===== src/core/pdccs_regs.svh =====
// Register offsets, fields, reset values and response codes of the switch control block
`ifndef PDCCS_REGS_SVH
`define PDCCS_REGS_SVH
`define PDCCS_ADDR_W 6
`define PDCCS_CH0_CTRL 6'h00
`define PDCCS_CH1_CTRL 6'h04
`define PDCCS_STATUS 6'h08
`define PDCCS_IRQ_STAT 6'h0c
`define PDCCS_IRQ_MASK 6'h10
`define PDCCS_PORT_CFG 6'h14
`define PDCCS_F_HS_EN 0
`define PDCCS_F_LS_GATE 1
`define PDCCS_F_SUPPLY 2
`define PDCCS_F_PULLDN 3
`define PDCCS_F_AUX_PATH 4
`define PDCCS_F_AUX_OE 5
`define PDCCS_F_AUX_GATE 6
`define PDCCS_CTRL_RST 7'h38
`define PDCCS_CFG_RST 2'h1
`define PDCCS_RESP_OKAY 2'h0
`define PDCCS_RESP_SLVERR 2'h2
`endif


===== src/core/pdccs_pkg.sv =====
// Types for the switch control block
package pdccs_pkg;
	typedef struct packed {
		logic aux_gate_to_primary;
		logic aux_output_enable;
		logic aux_path_enable;
		logic sink_pulldown_enable;
		logic connector_supply_source_enable;
		logic primary_low_side_gate;
		logic primary_high_side_enable;
	} pdccs_ctrl_s;
	typedef enum logic [2:0] {
		PDCCS_P_ISOLATE = 3'b000,
		PDCCS_P_DRIVE_LOW = 3'b001,
		PDCCS_P_LEAK_OFF = 3'b010,
		PDCCS_P_PASS = 3'b011
	} pdccs_pmode_e;
	typedef enum logic [1:0] {
		PDCCS_A_ISOLATE = 2'b00,
		PDCCS_A_TO_AUX_LOW = 2'b01,
		PDCCS_A_TO_PRIMARY = 2'b10,
		PDCCS_A_DRIVE_LOW = 2'b11
	} pdccs_amode_e;
	typedef struct packed {
		logic high_side_low_oe;
		logic join_primary;
		logic supply_on;
		logic rd_on;
		logic aux_low_oe;
		logic aux_to_low_pin;
		logic aux_to_primary;
	} pdccs_sw_s;
endpackage : pdccs_pkg


===== src/core/pdccs_top.sv =====
// Switch control decoding for two Type-C signal channels with AXI4-Lite registers
//
// The AXI4-Lite register port and the register addresses are this design's own decisions.
`timescale 1ns/1ns
`default_nettype none
`include "pdccs_regs.svh"
module pdccs_top import pdccs_pkg::*; (
	// Clock and reset
	input wire logic aclk,
	input wire logic aresetn,
	input wire logic clk_en,
	// AXI4-Lite write
	input wire logic [`PDCCS_ADDR_W-1:0] s_axi_awaddr,
	input wire logic s_axi_awvalid,
	output logic s_axi_awready,
	input wire logic [31:0] s_axi_wdata,
	input wire logic [3:0] s_axi_wstrb,
	input wire logic s_axi_wvalid,
	output logic s_axi_wready,
	output logic [1:0] s_axi_bresp,
	output logic s_axi_bvalid,
	input wire logic s_axi_bready,
	// AXI4-Lite read
	input wire logic [`PDCCS_ADDR_W-1:0] s_axi_araddr,
	input wire logic s_axi_arvalid,
	output logic s_axi_arready,
	output logic [31:0] s_axi_rdata,
	output logic [1:0] s_axi_rresp,
	output logic s_axi_rvalid,
	input wire logic s_axi_rready,
	// Analog sense inputs
	input wire logic [1:0] primary_compare_input,
	input wire logic [1:0] pulldown_ground_pin_grounded,
	// Switch controls, one per channel
	output pdccs_sw_s sw_ch0,
	output pdccs_sw_s sw_ch1,
	// Serial pin controls and interrupt
	output logic scl_irq_oe,
	output logic sda_pullup_en,
	output logic irq
);
	pdccs_ctrl_s ctrl_q [2];
	logic [1:0] cfg_q;
	logic [3:0] stat_q;
	logic [3:0] mask_q;
	logic [1:0] cmp_q;
	logic [1:0] gnd_q;
	logic armed_q;
	logic aw_hold_q;
	logic w_hold_q;
	logic [`PDCCS_ADDR_W-1:0] awaddr_q;
	logic [31:0] wdata_q;
	logic [3:0] wstrb_q;
	logic do_write;
	logic [3:0] events;
	logic [3:0] w1c;

	function automatic pdccs_pmode_e primary_mode(input pdccs_ctrl_s c);
		primary_mode = pdccs_pmode_e'({1'b0, c.primary_low_side_gate,
			c.primary_high_side_enable});
	endfunction : primary_mode

	function automatic pdccs_sw_s decode(input pdccs_ctrl_s c, input logic gnd);
		pdccs_sw_s s;
		pdccs_amode_e am;
		s = '0;
		am = PDCCS_A_ISOLATE;
		unique case (primary_mode(c))
			PDCCS_P_ISOLATE: s.join_primary = 1'b0;
			PDCCS_P_DRIVE_LOW: s.high_side_low_oe = 1'b1;
			PDCCS_P_PASS: s.join_primary = 1'b1;
			PDCCS_P_LEAK_OFF: s.join_primary = 1'b0;
			default: s.join_primary = 1'b0;
		endcase
		s.supply_on = c.connector_supply_source_enable;
		s.rd_on = c.sink_pulldown_enable & gnd;
		if (c.aux_output_enable) begin
			if (c.aux_path_enable && c.aux_gate_to_primary) begin
				am = PDCCS_A_TO_PRIMARY;
			end else if (c.aux_path_enable) begin
				am = PDCCS_A_TO_AUX_LOW;
			end else if (!c.aux_gate_to_primary) begin
				am = PDCCS_A_DRIVE_LOW;
			end
		end
		unique case (am)
			PDCCS_A_ISOLATE: s.aux_to_low_pin = 1'b0;
			PDCCS_A_TO_AUX_LOW: s.aux_to_low_pin = 1'b1;
			PDCCS_A_TO_PRIMARY: s.aux_to_primary = 1'b1;
			PDCCS_A_DRIVE_LOW: s.aux_low_oe = 1'b1;
		endcase
		decode = s;
	endfunction : decode

	function automatic logic [31:0] merge(input logic [31:0] old, input logic [31:0] d,
		input logic [3:0] st);
		logic [31:0] r;
		r = old;
		for (int i = 0; i < 4; i++) begin
			if (st[i]) begin
				r[i*8 +: 8] = d[i*8 +: 8];
			end
		end
		merge = r;
	endfunction : merge

	assign do_write = clk_en && aw_hold_q && w_hold_q && !s_axi_bvalid;

	// Write channel capture
	always_ff @(posedge aclk) begin
		if (!aresetn) begin
			aw_hold_q <= 1'b0;
			w_hold_q <= 1'b0;
			awaddr_q <= '0;
			wdata_q <= '0;
			wstrb_q <= '0;
			s_axi_awready <= 1'b0;
			s_axi_wready <= 1'b0;
			s_axi_bvalid <= 1'b0;
			s_axi_bresp <= `PDCCS_RESP_OKAY;
		end else if (clk_en) begin
			s_axi_awready <= !aw_hold_q && !s_axi_awready && s_axi_awvalid;
			s_axi_wready <= !w_hold_q && !s_axi_wready && s_axi_wvalid;
			if (s_axi_awvalid && s_axi_awready) begin
				aw_hold_q <= 1'b1;
				awaddr_q <= s_axi_awaddr;
			end
			if (s_axi_wvalid && s_axi_wready) begin
				w_hold_q <= 1'b1;
				wdata_q <= s_axi_wdata;
				wstrb_q <= s_axi_wstrb;
			end
			if (do_write) begin
				aw_hold_q <= 1'b0;
				w_hold_q <= 1'b0;
				s_axi_bvalid <= 1'b1;
				unique case (awaddr_q)
					`PDCCS_CH0_CTRL, `PDCCS_CH1_CTRL, `PDCCS_IRQ_STAT,
					`PDCCS_IRQ_MASK, `PDCCS_PORT_CFG, `PDCCS_STATUS:
						s_axi_bresp <= `PDCCS_RESP_OKAY;
					default: s_axi_bresp <= `PDCCS_RESP_SLVERR;
				endcase
			end else if (s_axi_bvalid && s_axi_bready) begin
				s_axi_bvalid <= 1'b0;
			end
		end
	end

	// Control registers per channel, interrupt mask and port config
	always_ff @(posedge aclk) begin
		if (!aresetn) begin
			ctrl_q[0] <= `PDCCS_CTRL_RST;
			ctrl_q[1] <= `PDCCS_CTRL_RST;
			cfg_q <= `PDCCS_CFG_RST;
			mask_q <= '0;
		end else if (do_write) begin
			unique case (awaddr_q)
				`PDCCS_CH0_CTRL:
					ctrl_q[0] <= pdccs_ctrl_s'(7'(merge(32'(ctrl_q[0]), wdata_q, wstrb_q)));
				`PDCCS_CH1_CTRL:
					ctrl_q[1] <= pdccs_ctrl_s'(7'(merge(32'(ctrl_q[1]), wdata_q, wstrb_q)));
				`PDCCS_IRQ_MASK: mask_q <= 4'(merge(32'(mask_q), wdata_q, wstrb_q));
				`PDCCS_PORT_CFG: cfg_q <= 2'(merge(32'(cfg_q), wdata_q, wstrb_q));
				default: mask_q <= mask_q;
			endcase
		end
	end

	// Sense sampling and sticky events, set beats clear
	// No events until the samples hold real pin levels
	assign events = armed_q ? {gnd_q ^ pulldown_ground_pin_grounded,
		cmp_q ^ primary_compare_input} : 4'h0;
	assign w1c = (do_write && awaddr_q == `PDCCS_IRQ_STAT && wstrb_q[0]) ? wdata_q[3:0] : 4'h0;
	always_ff @(posedge aclk) begin
		if (!aresetn) begin
			cmp_q <= '0;
			gnd_q <= '0;
			stat_q <= '0;
			armed_q <= 1'b0;
		end else if (clk_en) begin
			armed_q <= 1'b1;
			cmp_q <= primary_compare_input;
			gnd_q <= pulldown_ground_pin_grounded;
			stat_q <= (stat_q & ~w1c) | events;
		end
	end

	// Read channel
	always_ff @(posedge aclk) begin
		if (!aresetn) begin
			s_axi_arready <= 1'b0;
			s_axi_rvalid <= 1'b0;
			s_axi_rdata <= '0;
			s_axi_rresp <= `PDCCS_RESP_OKAY;
		end else if (clk_en) begin
			s_axi_arready <= !s_axi_rvalid && !s_axi_arready && s_axi_arvalid;
			if (s_axi_arvalid && s_axi_arready) begin
				s_axi_rvalid <= 1'b1;
				s_axi_rresp <= `PDCCS_RESP_OKAY;
				unique case (s_axi_araddr)
					`PDCCS_CH0_CTRL: s_axi_rdata <= 32'(ctrl_q[0]);
					`PDCCS_CH1_CTRL: s_axi_rdata <= 32'(ctrl_q[1]);
					`PDCCS_STATUS: s_axi_rdata <= {28'h0, gnd_q, cmp_q};
					`PDCCS_IRQ_STAT: s_axi_rdata <= {28'h0, stat_q};
					`PDCCS_IRQ_MASK: s_axi_rdata <= {28'h0, mask_q};
					`PDCCS_PORT_CFG: s_axi_rdata <= {30'h0, cfg_q};
					default: begin
						s_axi_rdata <= 32'h0;
						s_axi_rresp <= `PDCCS_RESP_SLVERR;
					end
				endcase
			end else if (s_axi_rvalid && s_axi_rready) begin
				s_axi_rvalid <= 1'b0;
			end
		end
	end

	// Switch and pin outputs
	always_ff @(posedge aclk) begin
		if (!aresetn) begin
			sw_ch0 <= '0;
			sw_ch1 <= '0;
			scl_irq_oe <= 1'b0;
			sda_pullup_en <= 1'b0;
			irq <= 1'b0;
		end else if (clk_en) begin
			sw_ch0 <= decode(ctrl_q[0], pulldown_ground_pin_grounded[0]);
			sw_ch1 <= decode(ctrl_q[1], pulldown_ground_pin_grounded[1]);
			irq <= |(stat_q & mask_q);
			scl_irq_oe <= cfg_q[1] && |(stat_q & mask_q);
			sda_pullup_en <= cfg_q[0];
		end
	end
endmodule : pdccs_top
`default_nettype wire


===== config.mk =====
export PLATFORM = sky130hd
export DESIGN_NAME = pdccs_top
export DESIGN_NICKNAME = d
export VERILOG_FILES = /design/src/core/pdccs_pkg.sv /design/src/core/pdccs_top.sv
export VERILOG_INCLUDE_DIRS = /design/src /design/src/core
export SDC_FILE = /design/constraint.sdc
export NUM_CORES = 1
export LEC_CHECK = 0
export BUFFER_PORTS_ARGS = -buffer_cell sky130_fd_sc_hd__buf_2
export CORE_AREA = 2 2 91 93
export DETAILED_ROUTE_END_ITERATION = 8
export DIE_AREA = 0 0 93 95
export GPL_TIMING_DRIVEN = 0
export PLACE_DENSITY = 0.75
export SYNTH_ARGS = -nofsm -noshare
export SYNTH_HDL_FRONTEND = slang
export SYNTH_SLANG_ARGS = --single-unit

===== constraint.sdc =====
create_clock -name aclk -period 2.1 [get_ports aclk]
set_clock_uncertainty 0.2 [all_clocks]
set_input_delay 0.315 -clock aclk [delete_from_list [all_inputs] [get_ports aclk]]
set_output_delay 0.315 -clock aclk [all_outputs]
set_load 0.05 [all_outputs]

==> results of run 1 <==
worst min-delay path by stage:
stage                         start              to  cells after the start
global placement     s_axi_rdata[5]  s_axi_rdata[5]                      2
floorplan                wdata_q[4]      wdata_q[4]                      2
global route         s_axi_wdata[0]      wdata_q[0]                      3
detailed placement       wdata_q[5]      wdata_q[5]                      2
CTS                  s_axi_wdata[6]      wdata_q[6]                      3
finish              s_axi_awaddr[3]     awaddr_q[3]                      3
metrics by stage:
stage	power [W]	util, %	setup WS [ps]
detailed placement	0.00200	50.4	-156
global placement	0.00200	50.4	-146
global route	0.00325	54.2	3.05
floorplan	0.00191	-	95.1
finish	0.00314	54.2	55.9
CTS	0.00315	54.2	32.0
power groups by stage:
stage / clock, W / sequential (W) / combinational [W]
4_1_cts: 0.00117 / 0.00155 / 0.000435
6_report: 0.00115 / 0.00155 / 0.000436
3_5_place_dp: 0 / 0.00158 / 0.000422
2_1_floorplan: 0 / 0.00163 / 0.000281
3_3_place_gp: 0 / 0.00158 / 0.000418
5_1_grt: 0.00123 / 0.00155 / 0.000464
placed cells by master (no fill, tap or decap), drive strengths merged, types with 2 or more instances in the layout:
| master | instances |
|---|---|
| mux2i | 28 |
| o21ai | 3 |
| and2 | 5 |
| nand3b | 3 |
| a21boi | 4 |
| xnor2 | 4 |
| nor4 | 3 |
| inv | 5 |
| clkbuf | 22 |
| clkinv | 3 |
| nand2b | 14 |
| nor2b | 3 |
| nor2 | 37 |
| and3 | 2 |
| nand3 | 9 |
| buf | 94 |
| dfxtp | 62 |
| a22oi | 2 |
| dlygate4sd3 | 8 |
| conb | 27 |
| or3b | 2 |
| nor3b | 4 |
| a21oi | 24 |
| a221o | 2 |
| o31ai | 3 |
| mux4 | 4 |
| nand4b | 2 |
| edfxtp | 14 |
| nand4 | 4 |
| nand2 | 39 |
| nor4b | 3 |
| o21a | 4 |
| ha | 4 |
per-layer routing:
metal  track usage, %  vias to the layer above  share of wire [%]
met2             31.2                       79                 52
met4             5.51                        0                1.2
li1                 -                     1359                  -
met1             20.4                     1262                 41
met5                0                        -                  0
met3             5.67                        7                6.4
sequential cells by signal, summed over array words and instances, names as in the netlist, 2 cells and up:
name and flops:
awaddr_q 6, cfg_q 2, cmp_q 2, ctrl_q 14
gnd_q 2, mask_q 4, s_axi_rdata 7, stat_q 4
sw_ch0 7, sw_ch1 7, wdata_q 7
cells in the mapped netlist (all sizes together), types with 2 or more instances:
| master | n |
|---|---|
| and2 | 5 |
| nand2b | 14 |
| xnor2 | 4 |
| buf | 33 |
| nor2 | 37 |
| inv | 5 |
| nand4b | 2 |
| mux2i | 28 |
| a221o | 2 |
| and3 | 2 |
| or3b | 2 |
| o21a | 4 |
| ha | 4 |
| edfxtp | 14 |
| o21ai | 3 |
| a21oi | 24 |
| nor4 | 3 |
| nand4 | 4 |
| nor3b | 4 |
| nor2b | 3 |
| nor4b | 3 |
| nand2 | 39 |
| nand3b | 3 |
| nand3 | 9 |
| mux4 | 4 |
| clkbuf | 10 |
| a21boi | 4 |
| a22oi | 2 |
| dfxtp | 62 |
| o31ai | 3 |
final cells by class:
cell class | instances | share of cell area, %
clock inverter | 4 | 1.05
inverter | 5 | 0.436
buffer | 43 | 6.40
clock buffer | 12 | 3.87
multi-input combinational | 247 | 37.5
sequential | 76 | 38.6
timing repair buffer | 69 | 9.02
tap | 105 | 3.05
worst reg2reg max path: cells and delay by family (launching register included):
| kind | cells | cell delay (ps) |
|---|---|---|
| and+or+nand+nor | 4 | 1220 |
| DFF | 1 | 340 |
repair_timing:
| action | 4_1_cts | 5_1_grt |
|---|---|---|
| hold buffers | 8 | 0 |
| buffers inserted | 1 | 0 |
| endpoints found under the setup margin | 7 | 7 |
| gates resized for setup | 1 | 1 |
| hold endpoints to repair | 8 | 0 |
| pin swaps | 1 | 1 |
cells by family after synthesis:
family / share of synthesized area [%]
xor+xnor: 1.02
compound gates: 8.63
buf+inv: 8.55
fa+ha+maj: 1.46
other cells: 0.109
flops: 48.3
mux: 10.8
simple gates: 21.1
==> impl_results.md, run 1 <==
* Final Hold Vio Count at 0
* Area Growth Syn to Fin at 25.1%
* CP Data Required Time at approximately 2000 ps
* TritonCTS Buffers at 9
* Non-filler cells in the finished layout at 561
* Worst Path Max Fanout at 7
* Crit path DAT at 1890 ps
* Combinational cell fraction of total power at between 10% and 20%
* Drt pass-1 iters at 4
* Clock share of power at between 30% and 40%
* Top_reg_cell synth: sky130_fd_sc_hd__dfxtp_1
* CTS H-Tree Depth at 3
* Synth Cell Area at between 3000 and 4000 sq um
* Buffer depth of the longest clock path at 2
* Antenna violations before repair at 0
* Count of max-cap constraint violations at 0
* Starting Density at between 40 and 50%
* Kind of critical path: reg -> reg
* Dpl cell area at around 4000 sq um
* Weighted congestion at the end of routability-driven global placement at ~0.84
* Power share of the sequential group at between 40% and 50%
* Wire length of the first global-routing pass at 11.9 mm
* Clk sinks at 76
* Slowest cell delay on critical path at about 600 ps
* Launching instance or port of the critical path: awaddr_q[5]
* Part of the Yosys area used for sequential elements at between 40 and 50%
* IO Count at between 100 and 150
* Number of I/O port buffers at 60
* Cell with the largest stage delay on the worst path: sky130_fd_sc_hd__or4_4
* Cell-by-cell trace of the critical path: or4_4 > nor4_4 > nand3b_1 > nand2_4
* Total of flip-flops plus latches after synthesis at 76
* Net Sw Power at about 0.00082 W
* Net switching share of the total power at between 20% and 30%
* Minimum clock period at roughly 2000 ps
* Ranking of synthesized cells by area: sky130_fd_sc_hd__dfxtp_1, sky130_fd_sc_hd__edfxtp_1, sky130_fd_sc_hd__mux2i_1
* Clock insertion delay at the later pin of the skew report at approximately 350 ps
* Share of the clock period used by the worst path after layout at between 90 and 100%
* Top cell family by delay on the critical path: simple AND/OR/NAND/NOR gates
* Yosys synthesis warning count at 0
* Cell Pwr Density at approximately 730 nW/um^2
* Post-synth top area share at 36.1%
* Fraction of layout instances using a drive strength above 1 at between 20% and 30%
* Total congestion overflow after global routing at 0
* FF-to-FF path depth at 4
* Crit path capture type: flop
* Detailed-route wire length at about 7.7 mm
* Multi-input combinational cell area at 1610 sq um
* Maximum vdd ir drop at 392 uV
* Core Region at roughly 7900 sq um
* Number of global-route vias before repair at around 2400
* Final design area excluding fillers at between 4000 and 5000 sq um
* CP bufs+invs at 0
* Post-DR vias/cell at slightly below 5
* Measured slew at the worst slew-check pin at around 670 ps
* Antenna-violating nets left at 0
* Min-Delay Path Class: in -> reg
* Smallest hold slack at ~6.0 ps
* Total placed cells including tap cells at 536
* Count of routing violations after the opening detailed-route iteration at 201
* CTS tree: yes
* Achievable frequency at approximately 500 MHz
* Start of the worst register-to-register path: awaddr_q[5]
* Worst relative slew slack at between 50% and 60%
* Clock transition at the registers of the reported paths at around 70 ps
* Most area-hungry cell type in the Yosys netlist: sky130_fd_sc_hd__dfxtp_1
* Fin nets at between 500 and 600
* Instance count on the critical path at 4
* RSZ-0062 raised after global routing: false
* Number of design rule violations left after detail routing at 0
* Overall Global Routing Usage at 17.7%
* FF-to-FF End: ctrl_q[0][2]
* Async set or reset register ratio after synthesis at 0%
* Final setup TNS at 0 ps
* Die area at ~9000 sq um
* Leakage power total at between 1.5 and 2 nW
* Per-instance average area after synthesis at approximately 10 sq um
* Maximum number of pins on one net before global-route repair at 13
* Routed WL per cell at roughly 14 um
* Number of enable flip-flop cells after synthesis at 14
* Library cells used by synthesis at 46
* Die Span X at 93 um
* Sequential cell area in the final layout at approximately 1700 sq um
* Status: complete, no violations
* Register-to-register setup slack at roughly 56 ps
* Final antenna diode count at 0
* Startpoint kind of the worst setup timing path: flop
* Final setup violating endpoints at 0
* Die H at about 95 um
* Cell-internal power at ~0.0023 W
* HPWL after detailed placement at 5.84 mm
* Row Count at 33
* Root cell of the clock tree: sky130_fd_sc_hd__clkbuf_8
* Capture point of the worst path: ctrl_q[0][2]
* Mapped Cells at 345
* Vias at about 2700
* Number of pins exceeding their max-slew limit in the final report at 0
* Filler Cells Inserted at ~730
Power figures use the tool's default switching activity.
==> run 2, diff against run 1 <==
Settings changed: CORE_AREA 2 2 91 93 to 2 2 86 88, DIE_AREA 0 0 93 95 to 0 0 88 90, PLACE_DENSITY 0.75 to 0.8.
Clock period 2.1 ns to 1.9 ns, I/O delays scaled along.
==> run 2 against run 1 <==
Against the previous run:
- the flow now finishes with violations (negative hold slack, negative setup slack)
- die area down 10%
- combinational power up 15%
- worst setup slack worse by 110 ps
- global-route usage up 2.9 points
- maximum frequency up 4.5%
- via count up 3.4%
- register-to-register slack worse by 110 ps
- cell count up 1.4%
- largest power group unchanged
==> impl_results.md, run 2 (synthesis results as in run 1) <==
* Status: complete, but fails checks
* Violations in the final reports: negative hold slack, negative setup slack
* CP Data Required Time at 1920 ps
* Final setup violating endpoints at 13
* Vias at 2799
* Overall Global Routing Usage at between 20% and 30%
* Number of design rule violations left after detail routing at 0
* Number of pins exceeding their max-slew limit in the final report at 0
* Number of flip-flops in the largest register at 14
* Routed WL per cell at about 14 um
* Measured slew at the worst slew-check pin at 738 ps
* CTS H-Tree Depth at 3
* Commonest non-fill, non-tap cell in the layout: sky130_fd_sc_hd__buf_2
* Die Span X at 88 um
* Leakage power total at ~1.9 nW
* Die area at a little under 8000 sq um
* Clk sinks at between 70 and 80
* Most frequent cells in the layout: sky130_fd_sc_hd__buf_2, sky130_fd_sc_hd__dfxtp_1, sky130_fd_sc_hd__nand2_1
* Die H at about 90 um
* Buffer depth of the longest clock path at 2
* Min-Delay Path Class: in -> reg
* FF-to-FF End: cfg_q[0]
* Final design area excluding fillers at 4420 sq um
* Worst setup slack after layout at -56.7 ps
* Final Hold Vio Count at 2
* Maximum number of pins on one net before global-route repair at 13
* Final setup TNS at -451 ps
* Dpl cell area at approximately 4000 sq um
* Worst Path Max Fanout at 2
* Cell Pwr Density at 763 nW/um^2
* Launching instance or port of the critical path: awaddr_q[1]
* Worst relative slew slack at 50.8%
* Weighted congestion at the end of routability-driven global placement at just over 0.9
* Smallest hold slack at -3.78 ps
* Wire length of the first global-routing pass at 12.5 mm
* Kind of critical path: reg -> reg
* Post-DR vias/cell at around 5
* Core Region at about 7000 sq um
* Crit path DAT at a little under 2000 ps
* Maximum vdd ir drop at ~490 uV
* Minimum clock period at 1960 ps
* Antenna-violating nets left at 0
* FF-to-FF path depth at 5
* TritonCTS Buffers at 9
* Count of routing violations after the opening detailed-route iteration at 150
* Achievable frequency at 511 MHz
* Clock transition at the registers of the reported paths at roughly 70 ps
* Register-to-register setup slack at -60 ps
* Starting Density at around half
* Number of global-route vias before repair at roughly 2700
* Number of I/O port buffers at 60
* Startpoint kind of the worst setup timing path: flop
* Root cell of the clock tree: sky130_fd_sc_hd__clkbuf_8
* Fraction of the core area covered by cells at the end of the flow at between 60 and 70%
* Fin nets at 529
* Area Growth Syn to Fin at 28.7%
* Share of the clock period used by the worst path after layout at 103%
* Fraction of layout instances using a drive strength above 1 at approximately 29%
* Total congestion overflow after global routing at 0
* Capture point of the worst path: cfg_q[0]
* IO Count at ~120
* Final antenna diode count at 0
* Count of max-cap constraint violations at 0
* Most flops, register: ctrl_q
* HPWL after detailed placement at around 5.8 mm
* Start of the worst register-to-register path: awaddr_q[1]
* RSZ-0062 raised after global routing: true
* Drt pass-1 iters at 4
* Antenna violations before repair at 0
* Crit path capture type: flop
* Detailed-route wire length at just under 8 mm
* Row Count at 31
* Clock insertion delay at the later pin of the skew report at between 300 and 400 ps
* CTS tree: yes
[run 2: changes by cell type in the layout (fill, tap and decap cells not counted), moves of 2 or more]
cell,change
sky130_fd_sc_hd__nand2b_4,+2
sky130_fd_sc_hd__clkinv_1,+2
sky130_fd_sc_hd__nand2b_1,-2
sky130_fd_sc_hd__dlygate4sd3_1,+7
sky130_fd_sc_hd__dfxtp_1,-5
sky130_fd_sc_hd__buf_4,+5
sky130_fd_sc_hd__buf_6,+2
sky130_fd_sc_hd__dfxtp_2,+5
[run 2: through the flow]
stage	std cells	setup slack (ps)	total power (W)	hold slack, ps
final	569	-56.7	0.00338	-3.78
after global routing	569	-118	0.00348	13.0
after CTS	566	-117	0.00337	1.90
after detailed placement	530	-254	0.00222	245
after global placement	530	-233	0.00221	238
after floorplan	371	-67.0	0.00211	221
[run 2: layout make-up]
| cell class | count | area, sq um |
|---|---|---|
| clock buffer | 9 | 124 |
| buffer | 43 | 275 |
| sequential | 76 | 1670 |
| fill | 592 | 2600 |
| tap | 99 | 124 |
| inverter | 5 | 18.8 |
| multi-input combinational | 247 | 1640 |
| timing repair buffer | 83 | 518 |
| clock inverter | 7 | 57.6 |
[run 2: power by group]
group	switching (W)	internal, W
sequential	0.0000325	0.00168
clock	0.000576	0.000588
combinational	0.000325	0.000176
total	0.000933	0.00244
[run 2: worst min path at each step]
stage / startpoint / endpoint / slack (ps) / cells past startpoint
finish: primary_compare_input[0] / cmp_q[0] / -4 / 3
global placement: wdata_q[4] / wdata_q[4] / 240 / 2
CTS: primary_compare_input[0] / cmp_q[0] / 2 / 3
floorplan: s_axi_wdata[4] / wdata_q[4] / 220 / 2
detailed placement: s_axi_rdata[4] / s_axi_rdata[4] / 240 / 2
global route: primary_compare_input[0] / cmp_q[0] / 10 / 3
[run 2: timing repair]
item                                    CTS  global route
gates cloned                              0             0
pin swaps                                 8             7
gates resized for setup                   5             4
buffers inserted                          5             3
endpoints found under the hold margin    15             0
hold buffers                             15             0
endpoints found under the setup margin   20            31
[run 2: per-layer routing]
| metal | GRT usage, % | part of all wire (%) | vias up |
|---|---|---|---|
| met5 | 0 | 0 | - |
| met4 | 6.92 | 2.4 | 0 |
| met1 | 24.2 | 43 | 1305 |
| li1 | - | - | 1383 |
| met3 | 5.60 | 4.6 | 17 |
| met2 | 35.5 | 50 | 94 |
[run 2: worst max-delay path: stages, from the launching register on]
cell and delay (ps):
sky130_fd_sc_hd__dfxtp_2 330, sky130_fd_sc_hd__buf_6 110, sky130_fd_sc_hd__or4b_4 520, sky130_fd_sc_hd__nor4_4 370, sky130_fd_sc_hd__mux2i_1 220, sky130_fd_sc_hd__nand2_1 60
==> run 3, diff against run 2 <==
Clock period 1.9 ns to 2 ns, I/O delays scaled along.
==> run 3 against run 2 <==
Against the previous run:
- the flow finishes with violations (negative setup slack)
- sequential cell count unchanged
- critical path depth decreased by 1
- first-iteration DRC count is 15% higher
- total power shrank 0.26%
- sequential power fell by 5%
- cell count fell by 0.70%
- die area stayed put
- utilization decreased by 0.30 points
- largest power group unchanged
==> impl_results.md, run 3 (synthesis results as in run 1) <==
* Number of global-route vias before repair at approximately 2600
* Cell-by-cell trace of the critical path: or4_4 > nor4_4 > nand3b_1 > nand2_4
* Met2 track demand over resource in global routing at between 30 and 40%
* Final setup violating endpoints at 10
* Maximum number of pins on one net before global-route repair at 13
* Routed WL per cell at between 10 and 15 um
* Area Growth Syn to Fin at 28.1%
* IO Count at 118
* Violations in the final reports: negative setup slack
* Kind of critical path: reg -> reg
* Commonest non-fill, non-tap cell in the layout: sky130_fd_sc_hd__buf_2
* Clock transition at the registers of the reported paths at approximately 70 ps
* Crit path DAT at ~1900 ps
* Wire length of the first global-routing pass at approximately 13 mm
* Number of flip-flops in the largest register at 14
* Vias at roughly 2800
* Filler Cells Inserted at a little under 600
* Share of the clock period used by the worst path after layout at 101%
* HPWL after detailed placement at 5.90 mm
* Antenna violations before repair at 0
* Most frequent cells in the layout: sky130_fd_sc_hd__buf_2, sky130_fd_sc_hd__dfxtp_1, sky130_fd_sc_hd__nand2_1
* Minimum clock period at about 2000 ps
* Final Hold Vio Count at 0
* Final setup TNS at -192 ps
* Achievable frequency at 494 MHz
* Met3 Use GR at under 10%
* Cell Pwr Density at approximately 770 nW/um^2
* Count of routing violations after the opening detailed-route iteration at 172
* Count of max-cap constraint violations at 0
* FF-to-FF path depth at 4
* Root cell of the clock tree: sky130_fd_sc_hd__clkbuf_8
* Number of pins exceeding their max-slew limit in the final report at 0
* Most flops, register: ctrl_q
* Cell with the largest stage delay on the worst path: sky130_fd_sc_hd__or4_4
* Starting Density at 49.0%
* Fin nets at 525
* Final antenna diode count at 0
* Drt pass-1 iters at 5
* Worst relative slew slack at around half
* Measured slew at the worst slew-check pin at 743 ps
* Die H at roughly 90 um
* Detailed-route wire length at between 8 and 9 mm
* CTS H-Tree Depth at 3
* CP bufs+invs at 0
* GRT busiest layer: met2
* Min-Delay Path Class: in -> reg
* Startpoint kind of the worst setup timing path: flop
* Clock insertion delay at the later pin of the skew report at ~340 ps
* Buffer depth of the longest clock path at 2
* Die area at roughly 8000 sq um
* Post-DR vias/cell at between 4 and 5
* Post-Place Worst Slack at -288 ps
* Sequential cell area in the final layout at ~1700 sq um
* Top cell family by delay on the critical path: simple AND/OR/NAND/NOR gates
* Weighted congestion at the end of routability-driven global placement at just under 0.9
* RSZ-0062 raised after global routing: true
* Clk sinks at 76
* Antenna-violating nets left at 0
* GR Layer Usage met1 at roughly 26%
* CTS tree: yes
* Instance count on the critical path at 4
* Core Region at 7020 sq um
* TritonCTS Buffers at 9
* Overall Global Routing Usage at around a fifth
* Maximum vdd ir drop at between 500 and 600 uV
* Crit path capture type: flop
* Total congestion overflow after global routing at 0
* Row Count at 31
* Worst setup slack after layout at -25.3 ps
* Status: complete, but fails checks
* CP Data Required Time at around 1900 ps
* Multi-input combinational cell area at 1620 sq um
* Overall Power at 0.00337 W
* Leakage power total at between 1.5 and 2 nW
* Number of I/O port buffers at 60
* Number of design rule violations left after detail routing at 0
* Slowest cell delay on critical path at between 500 and 600 ps
* Die Span X at between 80 and 90 um
* Worst Path Max Fanout at 7
* Worst hold path stage count at 3
* Fraction of layout instances using a drive strength above 1 at 27.9%
[run 3: tightest hold or removal path: stages]
cell,delay (ps)
sky130_fd_sc_hd__buf_2,100
sky130_fd_sc_hd__nand2_1,60
sky130_fd_sc_hd__a21oi_1,60
[run 3: final cells by class]
cell class / count / area share (%)
inverter: 5 / 0.426
buffer: 43 / 6.25
clock buffer: 12 / 3.30
multi-input combinational: 247 / 36.8
tap: 99 / 2.81
clock inverter: 4 / 1.65
sequential: 76 / 37.8
timing repair buffer: 79 / 10.9
[run 3: repair_timing]
action,4_1_cts,5_1_grt
setup endpoints to repair,14,23
hold buffers,13,0
pin swaps,3,2
resized for setup,4,2
hold endpoints to repair,13,0
setup buffers,4,2
[run 3: worst paths after layout]
path         slack [ps]            from            to
min                  20  s_axi_wdata[5]    wdata_q[5]
max                 -30     awaddr_q[1]  ctrl_q[0][2]
min reg2reg         250      wdata_q[4]    wdata_q[4]
max reg2reg         -30     awaddr_q[1]  ctrl_q[0][2]
[run 3: power by group]
| part | leakage, nW | total, W | switching, W | internal (W) |
|---|---|---|---|---|
| sequential | 0.629 | 0.00163 | 0.0000302 | 0.00159 |
| clock | 0.107 | 0.00127 | 0.000533 | 0.000736 |
| combinational | 1.20 | 0.000474 | 0.000310 | 0.000164 |
| total | 1.93 | 0.00337 | 0.000873 | 0.00249 |
[run 3: routing by layer]
layer	up-vias	part of all wire (%)
li1	1373	-
met1	1304	42
met2	113	49
met3	16	6.3
met4	0	2.4
met5	-	0
[run 3: per-stage QoR]
stage	std cells	util [%]	area (sq um)	hold slack, ps
after CTS	563	62.3	4380	0.922
after detailed placement	530	56.8	3990	243
after floorplan	371	-	3560	231
final	565	62.7	4400	18.5
after global routing	565	62.7	4400	20.4
after global placement	530	56.8	3990	240
